[config.mk]
export PLATFORM = sky130hd
export DESIGN_NAME = csw_device_flat
export DESIGN_NICKNAME = d
export VERILOG_FILES = /design/src/hdl/csw_pkg.sv /design/src/hdl/csw_if.sv /design/src/hdl/csw_device.sv /design/src/flat_wrapper.sv
export SDC_FILE = /design/constraint.sdc
export NUM_CORES = 1
export LEC_CHECK = 0
export BUFFER_PORTS_ARGS = -buffer_cell sky130_fd_sc_hd__buf_4
export CAP_MARGIN = 30
export CORE_MARGIN = 5
export CORE_UTILIZATION = 65
export CTS_BUF_LIST = sky130_fd_sc_hd__clkbuf_8
export DETAILED_ROUTE_END_ITERATION = 10
export HOLD_SLACK_MARGIN = 0.1
export PLACE_DENSITY = 0.87
export REMOVE_ABC_BUFFERS = 1
export SYNTH_ARGS = -nofsm -noshare
export SYNTH_HDL_FRONTEND = slang
export SYNTH_SLANG_ARGS = --single-unit
[constraint.sdc]
create_clock -name clk_sys_i -period 4.45 [get_ports clk_sys_i]
set_clock_uncertainty 0.1 [all_clocks]
set_input_delay 0.445 -clock clk_sys_i [delete_from_list [all_inputs] [get_ports clk_sys_i]]
set_output_delay 0.445 -clock clk_sys_i [all_outputs]
set_load 0.005 [all_outputs]
[src/hdl/csw_pkg.sv]
package csw_pkg;
  // Serial frame: bit 15 write flag, bits 14:8 address, bits 7:0 data.
  localparam int FRAME_BITS = 16;
  localparam int ADDR_BITS = 7;
  localparam int WR_FLAG_POS = 15;
  localparam int ADDR_POS = 8;

  // Register addresses.
  localparam logic [6:0] ADDR_CTRL = 7'h20;
  localparam logic [6:0] ADDR_BIT_QUANTA = 7'h21;
  localparam logic [6:0] ADDR_SAMPLE_POINT = 7'h22;
  localparam logic [6:0] ADDR_IDENT_TOP = 7'h23;
  localparam logic [6:0] ADDR_IDENT_UMID = 7'h24;
  localparam logic [6:0] ADDR_IDENT_LMID = 7'h25;
  localparam logic [6:0] ADDR_IDENT_LOW = 7'h26;
  localparam logic [6:0] ADDR_MASK_TOP = 7'h27;
  localparam logic [6:0] ADDR_MASK_UMID = 7'h28;
  localparam logic [6:0] ADDR_MASK_LMID = 7'h29;
  localparam logic [6:0] ADDR_MASK_LOW = 7'h2a;
  localparam logic [6:0] ADDR_LP_OPTION = 7'h35;
  localparam logic [6:0] ADDR_BUS_STATUS = 7'h45;

  // Control register fields.
  localparam int CTRL_OSC_CALIBRATE_ENABLE_POS = 7;
  localparam int CTRL_KEY_HI = 6;
  localparam int CTRL_KEY_LO = 5;
  localparam int CTRL_TO_IRQ_POS = 4;
  localparam int CTRL_VALID_POS = 0;
  localparam logic [1:0] KEY_UNLOCK = 2'h3;

  // Identifier low register fields and standard identifier placement.
  localparam int IDLOW_ID_HI = 6;
  localparam int IDLOW_ID_LO = 2;
  localparam int IDLOW_RTR_POS = 1;
  localparam int IDLOW_IDE_POS = 0;
  localparam logic [28:0] STD_ID_SEL = 29'h1ffc_0000;
  localparam int SP_BITS = 6;

  // Reset values.
  localparam logic [7:0] RST_CTRL = 8'h00;
  localparam logic [7:0] RST_BIT_QUANTA = 8'ha0;
  localparam logic [7:0] RST_SAMPLE_POINT = 8'h33;
  localparam logic [7:0] RST_ZERO = 8'h00;

  // Serial clock timing of the host end.
  localparam int CLK_PERIOD_NS = 10;
  localparam int SCK_HALF_NS = 80;
  localparam int SCK_HALF_CYC = (SCK_HALF_NS + CLK_PERIOD_NS - 1)
                                / CLK_PERIOD_NS;
endpackage

[src/hdl/csw_if.sv]
interface csw_if;
  logic sclk;
  logic cs_n;
  logic mosi;
  logic miso;
  logic can_transmit_data_pin;
  logic int_n;

  modport device (
    input sclk,
    input cs_n,
    input mosi,
    output miso,
    input can_transmit_data_pin,
    output int_n
  );

  modport host (
    output sclk,
    output cs_n,
    output mosi,
    input miso,
    output can_transmit_data_pin,
    input int_n
  );
endinterface

[src/hdl/csw_device.sv]
module csw_device (
  // Clock and reset.
  input wire logic clk_sys_i,
  input wire logic rst_n_i,
  // Link to the host.
  csw_if.device link,
  // Device state.
  input wire logic stop_mode_i,
  input wire logic normal_mode_i,
  input wire logic wake_mode_enabled_i,
  input wire logic wake_event_i,
  input wire logic can_timeout_event_i,
  // Received frame.
  input wire logic rx_valid_i,
  input wire logic [28:0] rx_ident_i,
  input wire logic rx_rtr_i,
  input wire logic rx_ide_i,
  // Configuration, status, trim reference and wake match outputs.
  output logic selective_wake_enable_o,
  output logic osc_trim_active_o,
  output logic trim_ref_o,
  output logic low_power_receiver_option_o,
  output logic [7:0] quanta_per_bit_o,
  output logic [5:0] sample_point_fraction_o,
  output logic bus_timeout_flag_o,
  output logic wake_frame_match_o
);
  logic [2:0] sclk_s;
  logic [1:0] cs_s;
  logic [1:0] mosi_s;
  logic [1:0] txd_s;
  logic rise;
  logic fall;
  logic [4:0] bit_cnt;
  logic [6:0] rx_sh;
  logic [6:0] addr_q;
  logic wr_flag;
  logic load_q;
  logic [7:0] tx_sh;
  logic wr_en;
  logic [7:0] wr_data;
  logic [7:0] rdata;
  logic cfg_write;
  logic [7:0] ctrl;
  logic [7:0] quanta;
  logic [5:0] sample_pt;
  logic [7:0] id_top;
  logic [7:0] id_umid;
  logic [7:0] id_lmid;
  logic [6:0] id_low;
  logic [7:0] mask_top;
  logic [7:0] mask_umid;
  logic [7:0] mask_lmid;
  logic [4:0] mask_low;
  logic lp_option;
  logic timeout_flag;
  logic unlocked;
  logic [28:0] cfg_ident;
  logic [28:0] cfg_mask;
  logic [28:0] eff_mask;
  logic match;

  // Pin synchronisers; edges are taken from the second stage onward.
  always_ff @(posedge clk_sys_i) begin
    if (!rst_n_i) begin
      sclk_s <= 3'h0;
      cs_s <= 2'h3;
      mosi_s <= 2'h0;
      txd_s <= 2'h3;
    end else begin
      sclk_s <= {sclk_s[1:0], link.sclk};
      cs_s <= {cs_s[0], link.cs_n};
      mosi_s <= {mosi_s[0], link.mosi};
      txd_s <= {txd_s[0], link.can_transmit_data_pin};
    end
  end

  assign rise = sclk_s[1] & ~sclk_s[2] & ~cs_s[1];
  assign fall = ~sclk_s[1] & sclk_s[2] & ~cs_s[1];

  // Receive side: address byte then data byte, MSB first.
  always_ff @(posedge clk_sys_i) begin
    if (!rst_n_i || cs_s[1]) begin
      bit_cnt <= 5'h00;
      rx_sh <= 7'h00;
      addr_q <= 7'h00;
      wr_flag <= 1'b0;
      load_q <= 1'b0;
      wr_en <= 1'b0;
      wr_data <= 8'h00;
    end else begin
      load_q <= rise && bit_cnt == 5'h07;
      wr_en <= rise && bit_cnt == 5'h0f && wr_flag;
      if (rise) begin
        bit_cnt <= bit_cnt + 5'h01;
        rx_sh <= {rx_sh[5:0], mosi_s[1]};
        if (bit_cnt == 5'h07) begin
          wr_flag <= rx_sh[6];
          addr_q <= {rx_sh[5:0], mosi_s[1]};
        end
        if (bit_cnt == 5'h0f) begin
          wr_data <= {rx_sh, mosi_s[1]};
        end
      end
    end
  end

  // Transmit side: read data goes out while the data byte comes in.
  always_ff @(posedge clk_sys_i) begin
    if (!rst_n_i || cs_s[1]) begin
      tx_sh <= 8'h00;
    end else if (load_q) begin
      tx_sh <= rdata;
    end else if (fall && bit_cnt >= 5'h09) begin
      tx_sh <= {tx_sh[6:0], 1'b0};
    end
  end

  assign link.miso = tx_sh[7];

  // Read data; reserved bits come back as zero.
  always_comb begin
    unique case (addr_q)
      csw_pkg::ADDR_CTRL: rdata = {ctrl[7:4], 3'h0, ctrl[0]};
      csw_pkg::ADDR_BIT_QUANTA: rdata = quanta;
      csw_pkg::ADDR_SAMPLE_POINT: rdata = {2'h0, sample_pt};
      csw_pkg::ADDR_IDENT_TOP: rdata = id_top;
      csw_pkg::ADDR_IDENT_UMID: rdata = id_umid;
      csw_pkg::ADDR_IDENT_LMID: rdata = id_lmid;
      csw_pkg::ADDR_IDENT_LOW: rdata = {1'b0, id_low};
      csw_pkg::ADDR_MASK_TOP: rdata = mask_top;
      csw_pkg::ADDR_MASK_UMID: rdata = mask_umid;
      csw_pkg::ADDR_MASK_LMID: rdata = mask_lmid;
      csw_pkg::ADDR_MASK_LOW: rdata = {1'b0, mask_low, 2'h0};
      csw_pkg::ADDR_LP_OPTION: rdata = {7'h00, lp_option};
      csw_pkg::ADDR_BUS_STATUS: rdata = {7'h00, timeout_flag};
      default: rdata = 8'h00;
    endcase
  end

  // Any write to a configuration register other than control.
  assign cfg_write = wr_en && addr_q >= csw_pkg::ADDR_BIT_QUANTA
                     && (addr_q <= csw_pkg::ADDR_MASK_LOW
                         || addr_q == csw_pkg::ADDR_LP_OPTION);

  // Control register.
  always_ff @(posedge clk_sys_i) begin
    if (!rst_n_i) begin
      ctrl <= csw_pkg::RST_CTRL;
    end else begin
      if (wr_en && addr_q == csw_pkg::ADDR_CTRL) begin
        ctrl[7:4] <= wr_data[7:4];
        ctrl[0] <= wr_data[0] & ~stop_mode_i;
      end
      if (wake_event_i || cfg_write) begin
        ctrl[0] <= 1'b0;
      end
      ctrl[3:1] <= 3'h0;
    end
  end

  // Bit timing and identifier configuration.
  always_ff @(posedge clk_sys_i) begin
    if (!rst_n_i) begin
      quanta <= csw_pkg::RST_BIT_QUANTA;
      sample_pt <= csw_pkg::RST_SAMPLE_POINT[5:0];
      id_top <= csw_pkg::RST_ZERO;
      id_umid <= csw_pkg::RST_ZERO;
      id_lmid <= csw_pkg::RST_ZERO;
      id_low <= csw_pkg::RST_ZERO[6:0];
      mask_top <= csw_pkg::RST_ZERO;
      mask_umid <= csw_pkg::RST_ZERO;
      mask_lmid <= csw_pkg::RST_ZERO;
      mask_low <= csw_pkg::RST_ZERO[4:0];
    end else if (wr_en) begin
      unique case (addr_q)
        csw_pkg::ADDR_BIT_QUANTA: quanta <= wr_data;
        csw_pkg::ADDR_SAMPLE_POINT: sample_pt <= wr_data[5:0];
        csw_pkg::ADDR_IDENT_TOP: id_top <= wr_data;
        csw_pkg::ADDR_IDENT_UMID: id_umid <= wr_data;
        csw_pkg::ADDR_IDENT_LMID: id_lmid <= wr_data;
        csw_pkg::ADDR_IDENT_LOW: id_low <= wr_data[6:0];
        csw_pkg::ADDR_MASK_TOP: mask_top <= wr_data;
        csw_pkg::ADDR_MASK_UMID: mask_umid <= wr_data;
        csw_pkg::ADDR_MASK_LMID: mask_lmid <= wr_data;
        csw_pkg::ADDR_MASK_LOW: mask_low <= wr_data[6:2];
        default: ;
      endcase
    end
  end

  assign unlocked = ctrl[csw_pkg::CTRL_KEY_HI:csw_pkg::CTRL_KEY_LO]
                    == csw_pkg::KEY_UNLOCK;

  // Low-power receiver option only accepts writes while unlocked.
  always_ff @(posedge clk_sys_i) begin
    if (!rst_n_i) begin
      lp_option <= 1'b0;
    end else if (wr_en && addr_q == csw_pkg::ADDR_LP_OPTION && unlocked) begin
      lp_option <= wr_data[0];
    end
  end

  // Time-out flag: with wake mode enabled, the event wins over a clear written in the same cycle.
  always_ff @(posedge clk_sys_i) begin
    if (!rst_n_i) begin
      timeout_flag <= 1'b0;
    end else if (can_timeout_event_i && wake_mode_enabled_i) begin
      timeout_flag <= 1'b1;
    end else if (wr_en && addr_q == csw_pkg::ADDR_BUS_STATUS
                 && wr_data[0]) begin
      timeout_flag <= 1'b0;
    end
  end

  // Interrupt pin, active low.
  assign link.int_n = ~(timeout_flag && ctrl[csw_pkg::CTRL_TO_IRQ_POS]
                        && wake_mode_enabled_i
                        && (normal_mode_i || stop_mode_i));

  // Wake frame comparison.
  assign cfg_ident = {id_top, id_umid, id_lmid, id_low[6:2]};
  assign cfg_mask = {mask_top, mask_umid, mask_lmid, mask_low};
  assign eff_mask = id_low[csw_pkg::IDLOW_IDE_POS] ? cfg_mask
                    : (cfg_mask & csw_pkg::STD_ID_SEL);
  assign match = rx_valid_i && ctrl[csw_pkg::CTRL_VALID_POS]
                 && ((rx_ident_i ^ cfg_ident) & eff_mask) == 29'h0
                 && rx_rtr_i == id_low[csw_pkg::IDLOW_RTR_POS]
                 && rx_ide_i == id_low[csw_pkg::IDLOW_IDE_POS];

  always_ff @(posedge clk_sys_i) begin
    if (!rst_n_i) begin
      wake_frame_match_o <= 1'b0;
      trim_ref_o <= 1'b1;
    end else begin
      wake_frame_match_o <= match;
      trim_ref_o <= txd_s[1];
    end
  end

  assign selective_wake_enable_o = ctrl[csw_pkg::CTRL_VALID_POS];
  assign osc_trim_active_o = ctrl[csw_pkg::CTRL_OSC_CALIBRATE_ENABLE_POS]
                             && unlocked;
  assign low_power_receiver_option_o = lp_option;
  assign quanta_per_bit_o = quanta;
  assign sample_point_fraction_o = sample_pt;
  assign bus_timeout_flag_o = timeout_flag;
endmodule

[src/flat_wrapper.sv]
// flat-port wrapper written by rule: the top's interface ports become plain ports
module csw_device_flat 
  (clk_sys_i, rst_n_i, stop_mode_i, normal_mode_i, wake_mode_enabled_i, wake_event_i, can_timeout_event_i, rx_valid_i, rx_ident_i, rx_rtr_i, rx_ide_i, selective_wake_enable_o, osc_trim_active_o, trim_ref_o, low_power_receiver_option_o, quanta_per_bit_o, sample_point_fraction_o, bus_timeout_flag_o, wake_frame_match_o, link_sclk, link_cs_n, link_mosi, link_miso, link_can_transmit_data_pin, link_int_n);
  csw_if link_i ();
  input wire logic clk_sys_i;
  input wire logic rst_n_i;
  input wire logic stop_mode_i;
  input wire logic normal_mode_i;
  input wire logic wake_mode_enabled_i;
  input wire logic wake_event_i;
  input wire logic can_timeout_event_i;
  input wire logic rx_valid_i;
  input wire logic [28:0] rx_ident_i;
  input wire logic rx_rtr_i;
  input wire logic rx_ide_i;
  output logic selective_wake_enable_o;
  output logic osc_trim_active_o;
  output logic trim_ref_o;
  output logic low_power_receiver_option_o;
  output logic [7:0] quanta_per_bit_o;
  output logic [5:0] sample_point_fraction_o;
  output logic bus_timeout_flag_o;
  output logic wake_frame_match_o;
  input wire logic [$bits(link_i.sclk)-1:0] link_sclk;
  input wire logic [$bits(link_i.cs_n)-1:0] link_cs_n;
  input wire logic [$bits(link_i.mosi)-1:0] link_mosi;
  output wire logic [$bits(link_i.miso)-1:0] link_miso;
  input wire logic [$bits(link_i.can_transmit_data_pin)-1:0] link_can_transmit_data_pin;
  output wire logic [$bits(link_i.int_n)-1:0] link_int_n;
  assign link_i.sclk = link_sclk;
  assign link_i.cs_n = link_cs_n;
  assign link_i.mosi = link_mosi;
  assign link_miso = link_i.miso;
  assign link_i.can_transmit_data_pin = link_can_transmit_data_pin;
  assign link_int_n = link_i.int_n;
  csw_device u_core (.clk_sys_i(clk_sys_i), .rst_n_i(rst_n_i), .link(link_i), .stop_mode_i(stop_mode_i), .normal_mode_i(normal_mode_i), .wake_mode_enabled_i(wake_mode_enabled_i), .wake_event_i(wake_event_i), .can_timeout_event_i(can_timeout_event_i), .rx_valid_i(rx_valid_i), .rx_ident_i(rx_ident_i), .rx_rtr_i(rx_rtr_i), .rx_ide_i(rx_ide_i), .selective_wake_enable_o(selective_wake_enable_o), .osc_trim_active_o(osc_trim_active_o), .trim_ref_o(trim_ref_o), .low_power_receiver_option_o(low_power_receiver_option_o), .quanta_per_bit_o(quanta_per_bit_o), .sample_point_fraction_o(sample_point_fraction_o), .bus_timeout_flag_o(bus_timeout_flag_o), .wake_frame_match_o(wake_frame_match_o));
endmodule
Yosys cells after proc, flatten, opt, wreduce, memory -nomap -nowiden
Index checks and enable logic that the tools add are counted.

word-level totals
  input port bits = 43
  word-level logic and storage cells = 110
  bits in registers = 130

operators by class
  $add $sub $neg = 1
  magnitude comparators = 3
  multiplexer cells = 6
  equality and inequality tests = 18
  bitwise operators = 13
  reduce and logical (&&, ||, !) cells = 41

operators with widths
  cell                   number
  $pmux W8 S13           1
  $eq A7 B6 Y1 const B   12
  $and A29 B29 Y29       1
  $logic_not A29 Y1      1
  $xor A29 B29 Y29       1
  $reduce_and A2 Y1      12
  $logic_and A1 B1 Y1    20
  $mux W18               1
  $mux W8                2
  $eq A7 B7 Y1 const B   1
  $ge A7 B6 Y1 const B   1
  $le A7 B6 Y1 const B   1
  $not A1 Y1             6
  $add A5 B1 Y5 const B  1
  $and A1 B1 Y1          5
  $eq A5 B3 Y1 const B   1
  $eq A5 B4 Y1 const B   1
  $ge A5 B4 Y1 const B   1
  $logic_or A1 B1 Y1     4
  $reduce_bool A2 Y1     2
  $eq A1 B1 Y1           2
  $eq A2 B2 Y1 const B   1
  $mux W1                2
  $reduce_or A2 Y1       1
  $logic_not A1 Y1       1

Depth between registers and ports, before layout
  word-level depth = 6
  gate-level depth with buffers = 7

Worst setup path before layout
OpenSTA, ideal clock, no wires.

  path type = register to register
  from = reg u_core.addr_q[5]
  to = reg u_core.quanta[5] (netlist: u_core.quanta_per_bit_o[5])
  setup slack = 2,657 ps
  cell stages (with the launch flop) = 8
  path buffers = 2
  arrival time = 1,566 ps
  period minus slack after synthesis = 1,793 ps
  path through = dfxtp_1 > or3b_1 > buf_2 > nor3_2 > and3_1 > buf_4 > mux2i_1 > nand2_1

on the way
  word-level cells in the longest chain between the ends = 2

ends and longest elaborated chain
  what                                line               text
  start: declaration                  csw_device.sv:36   logic [6:0] addr_q;
  start signal: assignment            csw_device.sv:99   addr_q <= {rx_sh[5:0], mosi_s[1]};
  $eq A7 B6 Y1                        csw_device.sv:176  unique case (addr_q)
  $reduce_and A2 Y1 (no source line)  -
  end signal: assignment              csw_device.sv:165  quanta <= csw_pkg::RST_BIT_QUANTA;
  end signal: assignment              csw_device.sv:177  csw_pkg::ADDR_BIT_QUANTA: quanta <= wr_data;
  end: declaration                    csw_device.sv:45   logic [7:0] quanta;

Every way passes these cells.
A chain may end at the register's enable or synchronous reset.

Final worst setup path
  from = reg u_core.addr_q[3]
  to = reg u_core.mask_top[6]

on the way
  word-level cells in the longest chain between the ends = 2

ends and longest elaborated chain
  what                                line               text
  $eq A7 B6 Y1                        csw_device.sv:176
  $reduce_and A2 Y1 (no source line)  -
  end signal: assignment              csw_device.sv:171  mask_top <= csw_pkg::RST_ZERO;
  end signal: assignment              csw_device.sv:183  csw_pkg::ADDR_MASK_TOP: mask_top <= wr_data;
  end: declaration                    csw_device.sv:51   logic [7:0] mask_top;

Every way passes these cells.

==> summary.md <==
| Metric | Value |
|---|---|
| FF+latch count, synth | 130 |
| Clock power frac | roughly 46% |
| Met1 Track Usage GR | a little over two fifths |
| Net Switching | 0.507 mW |
| Worst-Skew Late Latency | about 0.45 ns |
| Vias in the first global route | about 5400 |
| Port Buffers | 64 |
| 1st-iter DRT viols | between 600 and 700 |
| Worst hold margin | 0.193 ns |
| Family with the most delay on the worst path | simple AND/OR/NAND/NOR gates |
| Combinational power share | around 3.4% |
| # setup viols final | 0 |
| Sequential power share | between 50% and 60% |
| Grt ovf | 0 |
| Worst hold start | wake_mode_enabled_i |
| Fin crit period | just under 3 ns |
| Final instance area | ~0.0073 mm² |
| Worst flop-to-flop path startpoint | u_core.addr_q[3] |
| N_diodes | 0 |
| Total power | between 2 and 2.5 mW |
| HPWL Detailed | approximately 13000 µm |
| Largest net degree at the start of global routing | between 60 and 70 |
| GRT Overall Usage | approximately 34% |
| Pint | between 1.5 and 2 mW |
| CTS tree | yes |
| Worst path bufs/invs | 1 |
| Clock transition at path regs | ~0.07 ns |
| Layout Utilization | 75.8% |
| H-Tree Level Count | 4 |
| CP startpoint | u_core.addr_q[3] |
| Status | completed |
| Multi-input logic area | around 0.0035 mm² |
| Die W | about 110 µm |
| Fin nets | a little under 800 |
| Top-level port count | 65 |
| WS Path Type | reg -> reg |
| Initial Util | between 60 and 70% |
| Die area | 0.0118 mm² |
| Post-DP Area | a little under 0.007 mm² |
| Synth area leaders | dfxtp_1, mux2i_1, xor2_1 |
| Commonest cells in the synthesized netlist | dfxtp_1, mux2i_1, nor2_1 |
| Synth area leader | dfxtp_1 |
| Sequential cell area | between 0.002 and 0.003 mm² |
| Ys async rst share | 0% |
| Vias | between 5000 and 6000 |
| Top-count cell post-synth | dfxtp_1 |
| DRC | 0 |
| CTS Buffer Depth | 2 |
| Arrival time worst endpoint | 3.18 ns |
| WL/cell | 21.8 µm |
| Max IR drop VDD | 0.000241 V |
| Max-slew violations | 0 |
| Yosys warns | 0 |
| Relative slew margins | between 30% and 40% |
| Synth cell types | 68 |
| Synthesized area | 0.00633 mm² |
| Mean post-synth cell area | slightly above 9 µm² |
| Endpoints failing hold | 0 |
| CTS buffer count | 17 |
| EDFF count, synth | 0 |
| First-pass GRT wire length | between 20000 and 30000 µm |
| Post-DR vias/cell | 6.31 |
| Row count | 36 |
| Post-Synthesis Cells | approximately 700 |
| CTS Sinks | 130 |
| Final period util | between 60% and 70% |
| Post-DRT Antenna Nets | 0 |
| Synth top area share | between 40% and 50% |
| Crit end category | flip-flop |
| Area growth syn-to-layout | 15.5% |
| Drt pass-1 iters | 5 |
| Post-Route WL | just under 20000 µm |
| Most used routing layer | met2 |
| Startpoint types | flip-flop |
| Largest stage delay, worst path | 0.80 ns |
| Placer congestion estimate | about 1 |
| Setup TNS Final | 0 ns |
| Share of cells above drive strength 1 | 15.1% |
| Clk root buf | clkbuf_8 |
| Least-Margin Pin Slew | about 1.0 ns |
| Cells along the critical path | buf_4, nor2b_1, and3_1, and3_1, mux2i_1, nor2b_1 |
| Worst Path Max Fanout | 17 |
| Initial antenna violation count | 0 |
| Sw Share | between 20% and 30% |
| Core area | just under 0.01 mm² |
| Sequential share of the synthesized area | ~41% |
| Lkg Pwr | between 3 and 4 nW |
| Die Ht | ~110 µm |
| Number of max-cap violations | 0 |
| P per Cell Area | 318 mW/mm² |
| Filler Cell Count | between 700 and 800 |
| Met3 Resource Use GR | 7.05% |
| RSZ-0062 raised after global routing | false |
| Hold WC Path Type | in -> reg |
| CTS resizes | 0 |
| M2 GR Usage | a little over half |
| Worst EP required | 4.69 ns |
| Prevailing post-synth register cell | dfxtp_1 |
| Fmax | 0.339 GHz |
| Slowest CP cell | nor2b_1 |
## sequential cells by signal, summed over array words and instances (netlist names), 6 cells and up
| name | count |
|---|---|
| u_core.mask_lmid | 8 |
| u_core.id_lmid | 8 |
| u_core.rx_sh | 7 |
| u_core.id_umid | 8 |
| u_core.mask_top | 8 |
| u_core.mask_umid | 8 |
| u_core.id_low | 7 |
| u_core.quanta_per_bit_o | 8 |
| u_core.wr_data | 8 |
| u_core.addr_q | 7 |
| u_core.id_top | 8 |
| u_core.tx_sh | 8 |
| u_core.sample_point_fraction_o | 6 |
## what timing repair did
item,4_1_cts,5_1_grt
endpoints found under the hold margin,5,0
buffers inserted,0,0
setup endpoints to repair,0,0
hold buffers,5,0
## worst reg2reg max path: stages (launching register included)
cell and delay, ns:
dfxtp_1 0.51, buf_4 0.30, nor2b_1 0.80, and3_1 0.34
and3_1 0.47, mux2i_1 0.26, nor2b_1 0.06
## power groups by stage
stage	logic [mW]	registers [mW]	clock network (mW)
2_1_floorplan	0.0256	1.20	0
3_3_place_gp	0.0717	1.20	0
3_5_place_dp	0.0749	1.20	0
4_1_cts	0.0791	1.17	1.08
5_1_grt	0.0848	1.17	1.13
6_report	0.0795	1.17	1.08
## final timing paths
path	end	slack [ns]	cells after the start
max	u_core.mask_top[6]	1.50	6
min	u_core.bus_timeout_flag_o	0.19	3
max reg2reg	u_core.mask_top[6]	1.50	6
min reg2reg	u_core.trim_ref_o	0.31	1
## placed cells by master (no fill, tap or decap), drive strengths merged, types with 8 or more instances in the layout
cell type	n
nor2b	44
a22oi	10
buf	74
clkbuf	21
nand4	18
o21ai	9
inv	8
nand2	48
a21oi	28
and3	14
nor3	8
nor2	57
xor2	33
mux2i	91
nand3	38
dfxtp	130
nand2b	9
## kinds of logic (layout without fill, tap and decap cells)
logic type | count (synthesis) | in the layout | synth area share, %
AND/OR/NAND/NOR | 272 | 272 | 23.3
flip-flops | 130 | 130 | 41.1
AO/OA/AOI/OAI | 103 | 103 | 11.3
adder cells (fa/ha/maj) | 3 | 3 | 0.593
XOR/XNOR | 34 | 34 | 4.71
multiplexers | 94 | 94 | 14.9
buffers and inverters | 62 | 117 | 4.07
## metrics by stage
stage | std cells | setup WS [ns]
finish | 886 | 1.50
global route | 886 | 1.34
detailed placement | 849 | 1.65
global placement | 847 | 1.73
CTS | 886 | 1.60
floorplan | 642 | 1.91
## area by class of cell
cell class	instances	share of cell area, %
flip-flops and latches	130	35.6
multi-input cells	506	47.4
clock buffers	21	3.96
well taps	133	2.28
inverters	6	0.308
clock inverters	11	1.85
repair buffers	79	8.56
## layer usage
metal	up-vias	wire length [µm]	part of all wire (%)
li1	2573	-	-
met1	2644	7690	40
met2	320	9150	47
met3	54	1840	9.5
met4	0	673	3.5
met5	-	0	0
Note: power is estimated with default switching activity, not from simulation.
